$ cat config.mk
export PLATFORM = sky130hd
export DESIGN_NAME = din_encoder_capture
export DESIGN_NICKNAME = d
export VERILOG_FILES = /design/src/din_pkg.sv /design/src/din_encoder_capture.sv
export SDC_FILE = /design/constraint.sdc
export NUM_CORES = 1
export LEC_CHECK = 0
export BUFFER_PORTS_ARGS = -buffer_cell sky130_fd_sc_hd__buf_4
export CAP_MARGIN = 5
export CORE_ASPECT_RATIO = 0.7
export CORE_MARGIN = 2
export CORE_UTILIZATION = 54
export CTS_BUF_LIST = sky130_fd_sc_hd__clkbuf_4
export DETAILED_ROUTE_END_ITERATION = 16
export HOLD_SLACK_MARGIN = 0.05
export PLACE_DENSITY = 0.75
export SKIP_LAST_GASP = 1
export SYNTH_ARGS = -nofsm -noshare
export SYNTH_HDL_FRONTEND = slang
export SYNTH_SLANG_ARGS = --single-unit
$ cat constraint.sdc
create_clock -name clock -period 2.7 [get_ports clock]
set_input_delay 0.27 -clock clock [delete_from_list [all_inputs] [get_ports clock]]
set_output_delay 0.27 -clock clock [all_outputs]
set_load 0.01 [all_outputs]
$ cat src/din_pkg.sv
package din_pkg;

  // Register byte offsets
  localparam logic [7:0] OFF_CFG    = 8'h00;
  localparam logic [7:0] OFF_CMD    = 8'h04;
  localparam logic [7:0] OFF_STATUS = 8'h08;
  localparam logic [7:0] OFF_POS    = 8'h0C;
  localparam logic [7:0] OFF_CAP0   = 8'h10;
  localparam logic [7:0] OFF_CAP1   = 8'h14;

  // Configuration register field positions
  localparam int CFG_FN0_LSB = 0;   // Function of input 0, 3 bits
  localparam int CFG_POL0    = 3;   // Input 0 active low when set
  localparam int CFG_FN1_LSB = 4;   // Function of input 1, 3 bits
  localparam int CFG_POL1    = 7;   // Input 1 active low when set
  localparam int CFG_RES_LSB = 8;   // Encoder resolution, 2 bits
  localparam int CFG_ABS     = 10;  // Absolute encoder selected
  localparam int CFG_WIDTH   = 11;
  localparam logic [10:0] CFG_RESET = 11'h000;

  // Command register field positions
  localparam int CMD_TYPE_LSB = 0;  // Move type, 3 bits
  localparam int CMD_DIR      = 3;  // 1 = clockwise
  localparam int CMD_GO       = 4;  // Issue the command

  // Status register field positions
  localparam int ST_ACT_LSB  = 0;   // Active state of both inputs
  localparam int ST_LIMIT    = 2;   // Stopped on a travel limit
  localparam int ST_LIMDIR   = 3;   // Direction that hit the limit
  localparam int ST_ESTOP    = 4;   // Emergency stop input active
  localparam int ST_PEND     = 5;   // Indexer move pending
  localparam int ST_REJECT   = 6;   // Sticky: command refused
  localparam int ST_BUSY     = 7;   // Motion in progress
  localparam int ST_CAPV_LSB = 8;   // Sticky: capture valid per input

  // Input function codes
  typedef enum logic [2:0] {
    FN_GP     = 3'b000,
    FN_HOME   = 3'b001,
    FN_CWLIM  = 3'b010,
    FN_CCWLIM = 3'b011,
    FN_START  = 3'b100,
    FN_ESTOP  = 3'b101,
    FN_STOPJG = 3'b110,
    FN_RSVD   = 3'b111
  } in_fn_t;

  // Move type codes
  typedef enum logic [2:0] {
    MV_NONE  = 3'b000,
    MV_JOG   = 3'b001,
    MV_REG   = 3'b010,
    MV_INDEX = 3'b011,
    MV_HOME  = 3'b100,
    MV_OTHER = 3'b101
  } move_t;

  // Encoder resolution codes
  localparam logic [1:0] RES_1024 = 2'h0;
  localparam logic [1:0] RES_2048 = 2'h1;
  localparam logic [1:0] RES_4096 = 2'h2;

  localparam logic [31:0] POS_RESET = 32'h0000_0000;

endpackage : din_pkg

$ cat src/din_encoder_capture.sv
// Overview of operation
// - Two inputs, each with a selectable function
// - Per-input polarity for normally open or closed
// - Home command seeks the assigned home sensor
// - Limit in travel direction halts motion at once
// - After limit, only opposite jogs are accepted
// - Indexer move waits for start input rising
// - Start input captures position on both edges
// - Emergency stop input halts all motion immediately
// - Driver stays enabled during emergency stop
// - No move begins while emergency stop active
// - Stop-jog rising edge decelerates jog or registration
// - Stop-jog ignored for all other move types
// - Stop-jog rising edge captures encoder position
// - Stop-jog captures only during jog or registration
// - General purpose inputs reported, no motion action
// - Captured positions are readable by the host
// - Incremental resolution 1024, 2048 or 4096 counts
// - 32-bit incremental counter, zero after reset
// - Absolute mode: 2048 per turn plus turn count
//
// Register access over AHB-Lite and the register offsets were chosen for this implementation.
module din_encoder_capture
  import din_pkg::*;
(
  input  wire logic        clock,        // System clock, 50 MHz
  input  wire logic        arst_n,       // Asynchronous reset, active low
  // AHB-Lite slave
  input  wire logic        hsel,         // Slave select
  input  wire logic [7:0]  haddr,        // Byte address
  input  wire logic [1:0]  htrans,       // Transfer type
  input  wire logic        hwrite,       // Write when high
  input  wire logic [2:0]  hsize,        // Transfer size
  input  wire logic        hready,       // Bus ready in
  input  wire logic [31:0] hwdata,       // Write data
  output logic      [31:0] hrdata,       // Read data
  output logic             hreadyout,    // Slave ready
  output logic             hresp,        // Response, always OKAY
  // Field pins and encoder
  input  wire logic [1:0]  din_pin,      // Raw discrete inputs
  input  wire logic        enc_a,        // Encoder channel A
  input  wire logic        enc_b,        // Encoder channel B
  input  wire logic [20:0] abs_turns,    // Absolute turn count
  input  wire logic [10:0] abs_angle,    // Absolute angle in turn
  // Motion generator
  input  wire logic        motion_busy,  // Move in progress
  input  wire logic        motion_cw,    // Current direction clockwise
  output logic             move_start,   // Pulse: begin a move
  output logic      [2:0]  move_type,    // Type of started move
  output logic             move_cw,      // Direction of started move
  output logic             halt_now,     // Pulse: immediate stop
  output logic             decel_stop,   // Pulse: controlled stop
  output logic             home_sensor,  // Home sensor active level
  output logic             drive_enable  // Motor driver enable
);

  // Bus address phase capture
  logic        ph_wr;            // Pending write data phase
  logic [7:0]  ph_addr;          // Latched address of the last transfer
  logic        next_ph_wr;
  logic [7:0]  next_ph_addr;
  logic        acc;              // Valid address phase this cycle

  // Configuration and command state
  logic [CFG_WIDTH-1:0] cfg;     // Configuration register
  logic [CFG_WIDTH-1:0] next_cfg;
  in_fn_t      fn [2];           // Function of each input
  logic [1:0]  pol;              // Polarity of each input

  // Input synchronisers and edge detection
  logic [1:0]  sync1;            // First stage, read only by sync2
  logic [1:0]  sync2;            // Second stage
  logic [1:0]  act_q;            // Previous active level
  logic [1:0]  act;              // Active level after polarity
  logic [1:0]  rise;             // Inactive to active
  logic [1:0]  fall;             // Active to inactive

  // Encoder state
  logic [1:0]  enc_s1;           // First stage, read only by enc_s2
  logic [1:0]  enc_s2;           // Second stage
  logic [1:0]  enc_q;            // Previous decoded state
  logic [33:0] quad;             // Quadrature edge count, x4
  logic [33:0] next_quad;
  logic [31:0] pos;              // Scaled position seen by host

  // Motion control state
  logic        lim_stop;         // Stopped on a travel limit
  logic        lim_cw;           // Direction that hit the limit
  logic        pend;             // Indexer move pending
  logic        reject;           // Sticky command refusal
  logic [2:0]  cur_type;         // Type of the running move
  logic [1:0]  capv;             // Capture valid flags
  logic [31:0] cap [2];          // Captured positions
  logic        next_lim_stop;
  logic        next_lim_cw;
  logic        next_pend;
  logic        next_reject;
  logic [2:0]  next_cur_type;
  logic [1:0]  next_capv;
  logic [31:0] next_cap [2];
  logic        next_move_start;
  logic [2:0]  next_move_type;
  logic        next_move_cw;
  logic        next_halt_now;
  logic        next_decel_stop;
  logic [2:0]  pend_type;        // Indexer type is fixed
  logic        pend_cw;          // Direction of pending indexer
  logic        next_pend_cw;
  logic [31:0] next_hrdata;

  // Decoded conditions
  logic        estop_act;        // Any emergency stop input active
  logic        cw_lim_act;       // Any clockwise limit active
  logic        ccw_lim_act;      // Any counter-clockwise limit active
  logic        home_act;         // Any home sensor active
  logic        home_cfg;         // Some input assigned to home
  logic        start_rise;       // Start input rising
  logic        jogging;          // Jog or registration in progress
  logic        cmd_go;           // Command write this cycle
  logic [2:0]  cmd_type;         // Command move type
  logic        cmd_cw;           // Command direction
  logic        st_w1c;           // Status write this cycle

  assign fn[0]    = in_fn_t'(cfg[CFG_FN0_LSB +: 3]);
  assign fn[1]    = in_fn_t'(cfg[CFG_FN1_LSB +: 3]);
  assign pol      = {cfg[CFG_POL1], cfg[CFG_POL0]};
  assign pend_type = MV_INDEX;

  assign hreadyout = 1'b1;       // Zero wait states
  assign hresp     = 1'b0;       // Always OKAY
  assign acc       = hsel & htrans[1] & hready;

  // Polarity applied after sync, edges from that level
  assign act  = sync2 ^ pol;
  assign rise = act & ~act_q;
  assign fall = ~act & act_q;

  // Per-input function decode
  always_comb begin
    estop_act   = 1'b0;
    cw_lim_act  = 1'b0;
    ccw_lim_act = 1'b0;
    home_act    = 1'b0;
    home_cfg    = 1'b0;
    start_rise  = 1'b0;
    for (int i = 0; i < 2; i++) begin
      unique case (fn[i])
        FN_ESTOP:  estop_act   = estop_act | act[i];
        FN_CWLIM:  cw_lim_act  = cw_lim_act | act[i];
        FN_CCWLIM: ccw_lim_act = ccw_lim_act | act[i];
        FN_HOME: begin
          home_act = home_act | act[i];
          home_cfg = 1'b1;
        end
        FN_START:  start_rise  = start_rise | rise[i];
        default: begin
          // General purpose and reserved: report only
        end
      endcase
    end
  end

  assign jogging = motion_busy &
                   (cur_type == MV_JOG || cur_type == MV_REG);

  // Command decode from the write data phase
  assign cmd_go   = ph_wr & (ph_addr == OFF_CMD) & hwdata[CMD_GO];
  assign cmd_type = hwdata[CMD_TYPE_LSB +: 3];
  assign cmd_cw   = hwdata[CMD_DIR];
  assign st_w1c   = ph_wr & (ph_addr == OFF_STATUS);

  // Bus phase and configuration next values
  always_comb begin
    next_ph_wr   = acc & hwrite;
    next_ph_addr = acc ? haddr : ph_addr;
    next_cfg     = cfg;
    if (ph_wr && ph_addr == OFF_CFG) begin
      next_cfg = hwdata[CFG_WIDTH-1:0];
    end
  end

  // Bus phase and configuration registers
  always_ff @(posedge clock or negedge arst_n) begin
    if (!arst_n) begin
      ph_wr   <= 1'b0;
      ph_addr <= 8'h00;
      cfg     <= CFG_RESET;
    end else begin
      ph_wr   <= next_ph_wr;
      ph_addr <= next_ph_addr;
      cfg     <= next_cfg;
    end
  end

  // Two-stage synchronisers for pins and encoder
  always_ff @(posedge clock or negedge arst_n) begin
    if (!arst_n) begin
      sync1  <= 2'h0;
      sync2  <= 2'h0;
      act_q  <= 2'h0;
      enc_s1 <= 2'h0;
      enc_s2 <= 2'h0;
      enc_q  <= 2'h0;
    end else begin
      sync1  <= din_pin;
      sync2  <= sync1;
      act_q  <= act;
      enc_s1 <= {enc_a, enc_b};
      enc_s2 <= enc_s1;
      enc_q  <= enc_s2;
    end
  end

  // Quadrature decode into the x4 edge counter
  always_comb begin
    next_quad = quad;
    if (enc_s2 != enc_q && enc_s2 != ~enc_q) begin
      if (enc_q[1] ^ enc_s2[0]) begin
        next_quad = quad + 34'h1;
      end else begin
        next_quad = quad - 34'h1;
      end
    end
  end

  always_ff @(posedge clock or negedge arst_n) begin
    if (!arst_n) begin
      quad <= {2'b00, POS_RESET};
    end else begin
      quad <= next_quad;
    end
  end

  // Position scaling by resolution or absolute word
  always_comb begin
    if (cfg[CFG_ABS]) begin
      pos = {abs_turns, abs_angle};
    end else begin
      unique case (cfg[CFG_RES_LSB +: 2])
        RES_4096: pos = quad[31:0];
        RES_2048: pos = quad[32:1];
        RES_1024: pos = quad[33:2];
        default:  pos = quad[33:2];
      endcase
    end
  end

  // Motion control, captures and status next values
  always_comb begin
    next_lim_stop   = lim_stop;
    next_lim_cw     = lim_cw;
    next_pend       = pend;
    next_pend_cw    = pend_cw;
    next_reject     = reject;
    next_cur_type   = cur_type;
    next_capv       = capv;
    next_cap[0]     = cap[0];
    next_cap[1]     = cap[1];
    next_move_start = 1'b0;
    next_move_type  = move_type;
    next_move_cw    = move_cw;
    next_halt_now   = 1'b0;
    next_decel_stop = 1'b0;

    // Software clears sticky flags, events below win
    if (st_w1c) begin
      if (hwdata[ST_REJECT]) begin
        next_reject = 1'b0;
      end
      next_capv = capv & ~hwdata[ST_CAPV_LSB +: 2];
    end

    // Emergency stop halts motion, driver untouched
    if (estop_act && motion_busy) begin
      next_halt_now = 1'b1;
    end

    // Travel limit in the current direction
    if (motion_busy && ((motion_cw && cw_lim_act) ||
                        (!motion_cw && ccw_lim_act))) begin
      next_halt_now = 1'b1;
      next_lim_stop = 1'b1;
      next_lim_cw   = motion_cw;
    end

    // Stop-jog input: only jog and registration react
    for (int i = 0; i < 2; i++) begin
      if (fn[i] == FN_STOPJG && rise[i] && jogging) begin
        next_decel_stop = 1'b1;
        next_cap[i]     = pos;
        next_capv[i]    = 1'b1;
      end
      if (fn[i] == FN_START && (rise[i] || fall[i])) begin
        next_cap[i]  = pos;
        next_capv[i] = 1'b1;
      end
    end

    // Host command
    if (cmd_go) begin
      if (estop_act) begin
        next_reject = 1'b1;
      end else if (lim_stop &&
                   !(cmd_type == MV_JOG && cmd_cw != lim_cw)) begin
        next_reject = 1'b1;
      end else if (cmd_type == MV_HOME && !home_cfg) begin
        next_reject = 1'b1;
      end else if (cmd_type == MV_INDEX) begin
        next_pend    = 1'b1;
        next_pend_cw = cmd_cw;
      end else if (cmd_type != MV_NONE) begin
        next_move_start = 1'b1;
        next_move_type  = cmd_type;
        next_move_cw    = cmd_cw;
        next_cur_type   = cmd_type;
        next_lim_stop   = 1'b0;
      end
    end else if (pend && start_rise && !estop_act && !lim_stop) begin
      next_move_start = 1'b1;
      next_move_type  = pend_type;
      next_move_cw    = pend_cw;
      next_cur_type   = pend_type;
      next_pend       = 1'b0;
    end
  end

  // Motion control, captures and status registers
  always_ff @(posedge clock or negedge arst_n) begin
    if (!arst_n) begin
      lim_stop   <= 1'b0;
      lim_cw     <= 1'b0;
      pend       <= 1'b0;
      pend_cw    <= 1'b0;
      reject     <= 1'b0;
      cur_type   <= MV_NONE;
      capv       <= 2'h0;
      cap[0]     <= POS_RESET;
      cap[1]     <= POS_RESET;
      move_start <= 1'b0;
      move_type  <= MV_NONE;
      move_cw    <= 1'b0;
      halt_now   <= 1'b0;
      decel_stop <= 1'b0;
    end else begin
      lim_stop   <= next_lim_stop;
      lim_cw     <= next_lim_cw;
      pend       <= next_pend;
      pend_cw    <= next_pend_cw;
      reject     <= next_reject;
      cur_type   <= next_cur_type;
      capv       <= next_capv;
      cap[0]     <= next_cap[0];
      cap[1]     <= next_cap[1];
      move_start <= next_move_start;
      move_type  <= next_move_type;
      move_cw    <= next_move_cw;
      halt_now   <= next_halt_now;
      decel_stop <= next_decel_stop;
    end
  end

  // Read data chosen in the address phase
  always_comb begin
    next_hrdata = 32'h0000_0000;
    if (acc && !hwrite) begin
      unique case (haddr)
        OFF_CFG:    next_hrdata = {21'h00_0000, cfg};
        OFF_STATUS: begin
          next_hrdata[ST_ACT_LSB +: 2]  = act;
          next_hrdata[ST_LIMIT]         = lim_stop;
          next_hrdata[ST_LIMDIR]        = lim_cw;
          next_hrdata[ST_ESTOP]         = estop_act;
          next_hrdata[ST_PEND]          = pend;
          next_hrdata[ST_REJECT]        = reject;
          next_hrdata[ST_BUSY]          = motion_busy;
          next_hrdata[ST_CAPV_LSB +: 2] = capv;
        end
        OFF_POS:    next_hrdata = pos;
        OFF_CAP0:   next_hrdata = cap[0];
        OFF_CAP1:   next_hrdata = cap[1];
        default:    next_hrdata = 32'h0000_0000;
      endcase
    end
  end

  // Read data, home sensor and driver enable registers
  always_ff @(posedge clock or negedge arst_n) begin
    if (!arst_n) begin
      hrdata       <= 32'h0000_0000;
      home_sensor  <= 1'b0;
      drive_enable <= 1'b0;
    end else begin
      hrdata       <= next_hrdata;
      home_sensor  <= home_act;
      drive_enable <= 1'b1;
    end
  end

endmodule : din_encoder_capture

==> results of run 1 <==
==> report_power, final <==
| group | internal, µW | total (µW) | leakage, µW | switching, µW |
|---|---|---|---|---|
| logic | 1380 | 3140 | 0.00258 | 1760 |
| clock network | 616 | 1720 | 0.000180 | 1110 |
| registers | 3260 | 4010 | 0.00229 | 753 |
==> path summary, 6_finish.rpt <==
path | cells past startpoint | slack, ns | to | from
setup / recovery | 9 | 0.16 | quad[32] | enc_s2[0]
hold / removal | 4 | 0.11 | cap[13] | abs_turns[2]
setup reg to reg | 9 | 0.16 | quad[32] | enc_s2[0]
hold reg to reg | 0 | 0.37 | enc_s2[1] | enc_s1[1]
max in group asynchronous | 3 | 1.75 | hrdata[12] | arst_n
min in group asynchronous | 2 | 0.19 | quad[27] | arst_n
==> worst max-delay path: cells and delay by family, from the launching register on <==
kind	cells	cell delay, ns
buffers and inverters	3	0.58
AND/OR/NAND/NOR	2	0.44
flip-flops	1	0.47
XOR/XNOR	1	0.22
AO/OA/AOI/OAI	3	0.73
==> per-stage QoR <==
stage | utilization (%) | area, µm² | setup slack (ns) | instances | hold WS [ns]
after CTS | 67.2 | 11700 | 0.0944 | 1382 | 0.0609
final | 67.3 | 11700 | 0.163 | 1383 | 0.111
after detailed placement | 63.5 | 11000 | 0.143 | 1320 | 0.278
after global routing | 67.3 | 11700 | 0.0155 | 1383 | 0.0799
after global placement | 63.5 | 11000 | 0.224 | 1320 | 0.268
after floorplan | - | 9730 | 0.00316 | 1004 | -0.0256
==> registers in the layout (all words and copies together) (netlist names), 2 cells and up <==
register and cells:
cur_type 3, quad 34, sync2 2, enc_q 2, cfg 11, enc_s2 2, sync1 2, cap 64
ph_addr 8, capv 2, act_q 2, enc_s1 2, hrdata 32
==> synthesized netlist by cell type (15+ instances only) <==
cell type,number,share of area (%)
sky130_fd_sc_hd__nand4_1,15,0.97
sky130_fd_sc_hd__inv_1,16,0.62
sky130_fd_sc_hd__mux2_2,80,9.3
sky130_fd_sc_hd__nand2_1,97,3.7
sky130_fd_sc_hd__a222oi_1,33,3.4
sky130_fd_sc_hd__dfrtp_1,178,46
sky130_fd_sc_hd__nor3_1,21,1.1
sky130_fd_sc_hd__a31oi_1,18,1.2
sky130_fd_sc_hd__a21oi_1,52,2.7
sky130_fd_sc_hd__xnor2_1,24,2.2
sky130_fd_sc_hd__xor2_1,15,1.4
sky130_fd_sc_hd__nor4_1,20,1.3
sky130_fd_sc_hd__clkbuf_1,59,2.3
sky130_fd_sc_hd__o21ai_0,44,2.3
sky130_fd_sc_hd__nand3_1,23,1.2
sky130_fd_sc_hd__a22oi_1,32,2.5
sky130_fd_sc_hd__nor2_1,101,3.9
==> timing repair <==
item                       CTS  global route
setup buffers                0             0
hold endpoints to repair    91             0
gates resized for setup      0             2
hold buffers                30             0
setup endpoints to repair    0             1
==> metal layers <==
metal  up-vias  GRT usage [%]
met1      4167           45.5
met5         -              0
met4         0           7.54
met2       472           44.6
met3        32           6.71
li1       3965              -
==> cells by family (layout without fill, tap and decap cells) <==
logic type | count (synthesis) | after routing | share of synthesized area (%)
compound gates | 236 | 236 | 17.1
xor+xnor | 40 | 40 | 3.80
fa+ha+maj | 6 | 6 | 0.773
buf+inv | 103 | 250 | 4.38
flops | 178 | 178 | 45.9
mux | 93 | 93 | 10.6
other cells | 2 | 4 | 0.0773
simple gates | 345 | 345 | 17.4
==> cell type report <==
class / count / area, µm² / area share, %
diodes: 1 / 2.50 / 0.0214
clock buffers: 17 / 128 / 1.09
clock inverters: 15 / 214 / 1.83
inverters: 17 / 68.8 / 0.589
multi-input cells: 723 / 4870 / 41.7
flip-flops and latches: 178 / 4460 / 38.1
well taps: 231 / 289 / 2.47
repair buffers: 201 / 1650 / 14.1
==> out/results.ini, run 1 <==
[sta]
finalMaxSlewViolations=0
final-hold-violation-count=0
fmaxAchievable_mhz=394
final.min_clock_period_ns=2.54
worst_max_slew_pin_slew_ns=0.951
finalCritPeriodShare_pct=94.0
final_setup_viols=0
fin_worst_skew_ns=0.0197
tns_ns=0
grt_setup_unrepaired=no
relSlewSlack_pct=36.2

[synthesis]
syn_area_um2=9710
number_of_synthesized_register_bits=178
yosysSeqAreaShare_pct=45.9
post_synth_edffs=0
synthCells=1003
postSynthAreaPerCell_um2=9.68
synthArstFlopShare_pct=100
synth_flop_cell=sky130_fd_sc_hd__dfrtp_1
number_of_distinct_library_cells_after_synthesis=71
ys.warnings.count=0

[status]
run_status=completed

[final_layout]
fin_nets=1232
drive_gt1_share_pct=26.4
final_cell_mix=177 x sky130_fd_sc_hd__dfrtp_1, 165 x sky130_fd_sc_hd__buf_4, 98 x sky130_fd_sc_hd__nor2_1
layout_commonest_cell=sky130_fd_sc_hd__dfrtp_1
fillCellCount=1379
area_delta_synth_final_pct=20.3

[global_route]
grt.total_usage_pct=30.3
globalRoute.totalOverflow=0
grt_max_degree=65
first_global_vias=8196
grt_first_pass_wirelength_mm=44.6
grt_antenna_before_repair=1

[cts]
cts.root.buffer_cell=sky130_fd_sc_hd__clkbuf_4
clk_path_buf_depth=2
worstSkewPairLatency_ns=0.59
clk_pin_slew_worst_paths_ns=0.16
clock-sinks=178
htree_levels=4
cts_tree=done
numCtsBuffers=17

[worst_setup_path]
crit_path_max_incr_delay_ns=0.47
path_max_fanout=36
timing.critical_path.from_type=flop
crit_type=reg -> reg
critPathCaptureType=flop
critical_path.cell_chain=xor2_4 > buf_12 > inv_6 > buf_4 > nand3_1 > a222oi_1 > a21oi_1 > or3_1 > a31oi_1
data_arrival_time_of_the_worst_path_ns=3.05
timing.critical_path.slowest_stage_cell=sky130_fd_sc_hd__dfrtp_1
cp.required_ns=3.21

[job]
cap_viol_max_count=0

[placement]
port_buffers=103
post_dp_hpwl_mm=19.5
gpl.final_weighted_congestion=0.964

[power_and_ir_drop]
power_density_nw_per_um2=759
worst_vdd_rail_ir_drop_mv=0.390
design_power_total_uw=8870
p_leak_uw=0.00506

[detailed_routing]
highest_layer=met4
m1WireLength_mm=12.5
dr.first_iter.drc_count=1350
drt-vias-per-instance=6.24
drcViolationCount=0
totalWireLength_mm=27.7
drt_first_pass_iters=8
vias=8636
route.met3.wl_mm=2.78
met2_length_mm=12.1
drt.antenna.violating_nets=0
average_wire_per_standard_cell_um=20.0

[die]
die-height_um=116
floorplan.rows=40
fp.dieW_um=164
io_pins=131
die_area_um2=19100
initial_utilization_pct=55.9
core_um2=17400

[min_path]
hp-class=in -> reg

(Power assumes the default switching activity.)
==> inputs of run 2 (changes only) <==
--- a/config.mk
+++ b/config.mk
@@ -9,11 +9,11 @@
 export CAP_MARGIN = 5
 export CORE_ASPECT_RATIO = 0.7
 export CORE_MARGIN = 2
-export CORE_UTILIZATION = 54
+export CORE_UTILIZATION = 55
 export CTS_BUF_LIST = sky130_fd_sc_hd__clkbuf_4
 export DETAILED_ROUTE_END_ITERATION = 16
 export HOLD_SLACK_MARGIN = 0.05
-export PLACE_DENSITY = 0.75
+export PLACE_DENSITY = 0.73
 export SKIP_LAST_GASP = 1
 export SYNTH_ARGS = -nofsm -noshare
 export SYNTH_HDL_FRONTEND = slang
==> constraint.sdc (replaced) <==
create_clock -name clock -period 3.22 [get_ports clock]
set_input_delay 0.322 -clock clock [delete_from_list [all_inputs] [get_ports clock]]
set_output_delay 0.322 -clock clock [all_outputs]
set_load 0.01 [all_outputs]
==> run 2 against run 1 <==
Sequential share of layout area increased by 1.2 points. Clock skew increased by 0.020 ns. Setup slack improved by 0.16 ns. Sequential power decreased by 11%. Critical path depth decreased by 3. Largest cell class unchanged. Global-route usage decreased by 1.8 points. Fmax decreased by 12%. Flip-flop and latch count unchanged. Power decreased by 20%. Critical endpoint unchanged.
==> out/results.ini, run 2 (same netlist as run 1, synthesis figures left out) <==
[final_layout]
sequential_cell_area_um2=4460
multi_input_comb_area_um2=4870
num_antenna_cells=0
top_regs=cap x64, quad x34, hrdata x32
layout_commonest_cell=sky130_fd_sc_hd__dfrtp_1
fin_util_pct=65.7
fin_nets=1192
final_cell_mix=177 x sky130_fd_sc_hd__dfrtp_1, 130 x sky130_fd_sc_hd__buf_4, 98 x sky130_fd_sc_hd__nor2_1
largest_reg_flops=64
fillCellCount=1430
most_flops_register=cap
area_delta_synth_final_pct=16.4
drive_gt1_share_pct=23.9
fin_area_um2=11300

[detailed_routing]
drt.antenna.violating_nets=0
drt-vias-per-instance=6.23
average_wire_per_standard_cell_um=19.5
dr.first_iter.drc_count=1169
totalWireLength_mm=26.2
drt_first_pass_iters=9
vias=8355
drcViolationCount=0

[job]
cap_viol_max_count=0

[cts]
clk_path_buf_depth=2
cts_tree=done
cts_hold_repair.buffers=27
numCtsBuffers=17
worstSkewPairLatency_ns=0.58
clk_pin_slew_worst_paths_ns=0.16
cts.root.buffer_cell=sky130_fd_sc_hd__clkbuf_4
cts_setup_buffers=0
htree_levels=4
ctsResizeCount=0
clock-sinks=178

[sta]
final.min_clock_period_ns=2.89
fmaxAchievable_mhz=346
final_setup_viols=0
grt_setup_unrepaired=no
fin_worst_skew_ns=0.0399
tns_ns=0
finalCritPeriodShare_pct=89.9
finalMaxSlewViolations=0
relSlewSlack_pct=36.0
worst_max_slew_pin_slew_ns=0.957
final-hold-violation-count=0

[worst_setup_path]
cp.required_ns=3.72
crit_type=reg -> reg
critPathCaptureType=flop
timing.critical_path.from_type=flop
data_arrival_time_of_the_worst_path_ns=3.39
path_max_fanout=11

[power_and_ir_drop]
power_density_nw_per_um2=627
p_leak_uw=0.00484
worst_vdd_rail_ir_drop_mv=0.297

[min_path]
hp-class=in -> reg

[global_route]
grt_max_degree=65
grt_first_pass_wirelength_mm=41.8
grt.total_usage_pct=28.5
globalRoute.totalOverflow=0
grt_antenna_before_repair=0
first_global_vias=7699

[die]
io_pins=131
fp.dieW_um=163
core_um2=17200
die_area_um2=18800
floorplan.rows=40
die-height_um=115
initial_utilization_pct=56.4

[placement]
port_buffers=103
post_dp_hpwl_mm=18.2
placed_cell_area_um2=10700
gpl.final_weighted_congestion=0.952

[status]
run_status=completed

[run 2: worst max-delay path: stages (launching register included)]
cell and delay, ns:
sky130_fd_sc_hd__dfrtp_1 0.54, sky130_fd_sc_hd__nor4_1 0.84, sky130_fd_sc_hd__nand2_1 0.23, sky130_fd_sc_hd__a222oi_1 0.52
sky130_fd_sc_hd__a21oi_1 0.16, sky130_fd_sc_hd__or3_1 0.35, sky130_fd_sc_hd__a31oi_1 0.17
[run 2: power by group]
group          switching (µW)  internal [µW]  total (µW)  leakage [µW]
Sequential                835           2730        3560       0.00229
Combinational            1180            966        2150       0.00238
Clock                     823            561        1380      0.000165
[run 2: routing by layer]
metal | track usage (%) | up-vias | routed length (µm)
li1 | - | 3884 | -
met1 | 43.4 | 4062 | 12300
met2 | 41.1 | 381 | 11300
met3 | 7.43 | 28 | 2340
met4 | 5.90 | 0 | 246
met5 | 0 | - | 0
[run 2: layout make-up]
class / count / share of cell area [%]
flip-flops and latches: 178 / 39.4
inverters: 17 / 0.586
clock buffers: 18 / 1.19
repair buffers: 161 / 11.6
well taps: 231 / 2.56
multi-input cells: 723 / 43.1
clock inverters: 14 / 1.56
[run 2: path summary, 6_finish.rpt]
kind	depth (start not counted)	to	slack (ns)	start
worst max-delay path	6	quad[32]	0.33	quad[18]
worst min register to register	0	enc_s2[0]	0.37	enc_s1[0]
worst max register to register	6	quad[32]	0.33	quad[18]
min in group asynchronous	2	enc_s1[1]	0.27	arst_n
max in group asynchronous	3	cap[23]	2.00	arst_n
worst min-delay path	3	cap[1]	0.11	abs_angle[1]
[run 2: per-stage QoR]
stage | setup WS [ns] | std cells | hold slack [ns] | power, µW
finish | 0.327 | 1342 | 0.112 | 7100
global route | 0.223 | 1342 | 0.0888 | 7530
CTS | 0.468 | 1342 | 0.0810 | 7070
detailed placement | 0.515 | 1283 | 0.337 | 5660
global placement | 0.551 | 1283 | 0.335 | 5600
floorplan | 0.411 | 1004 | 0.0264 | 4950
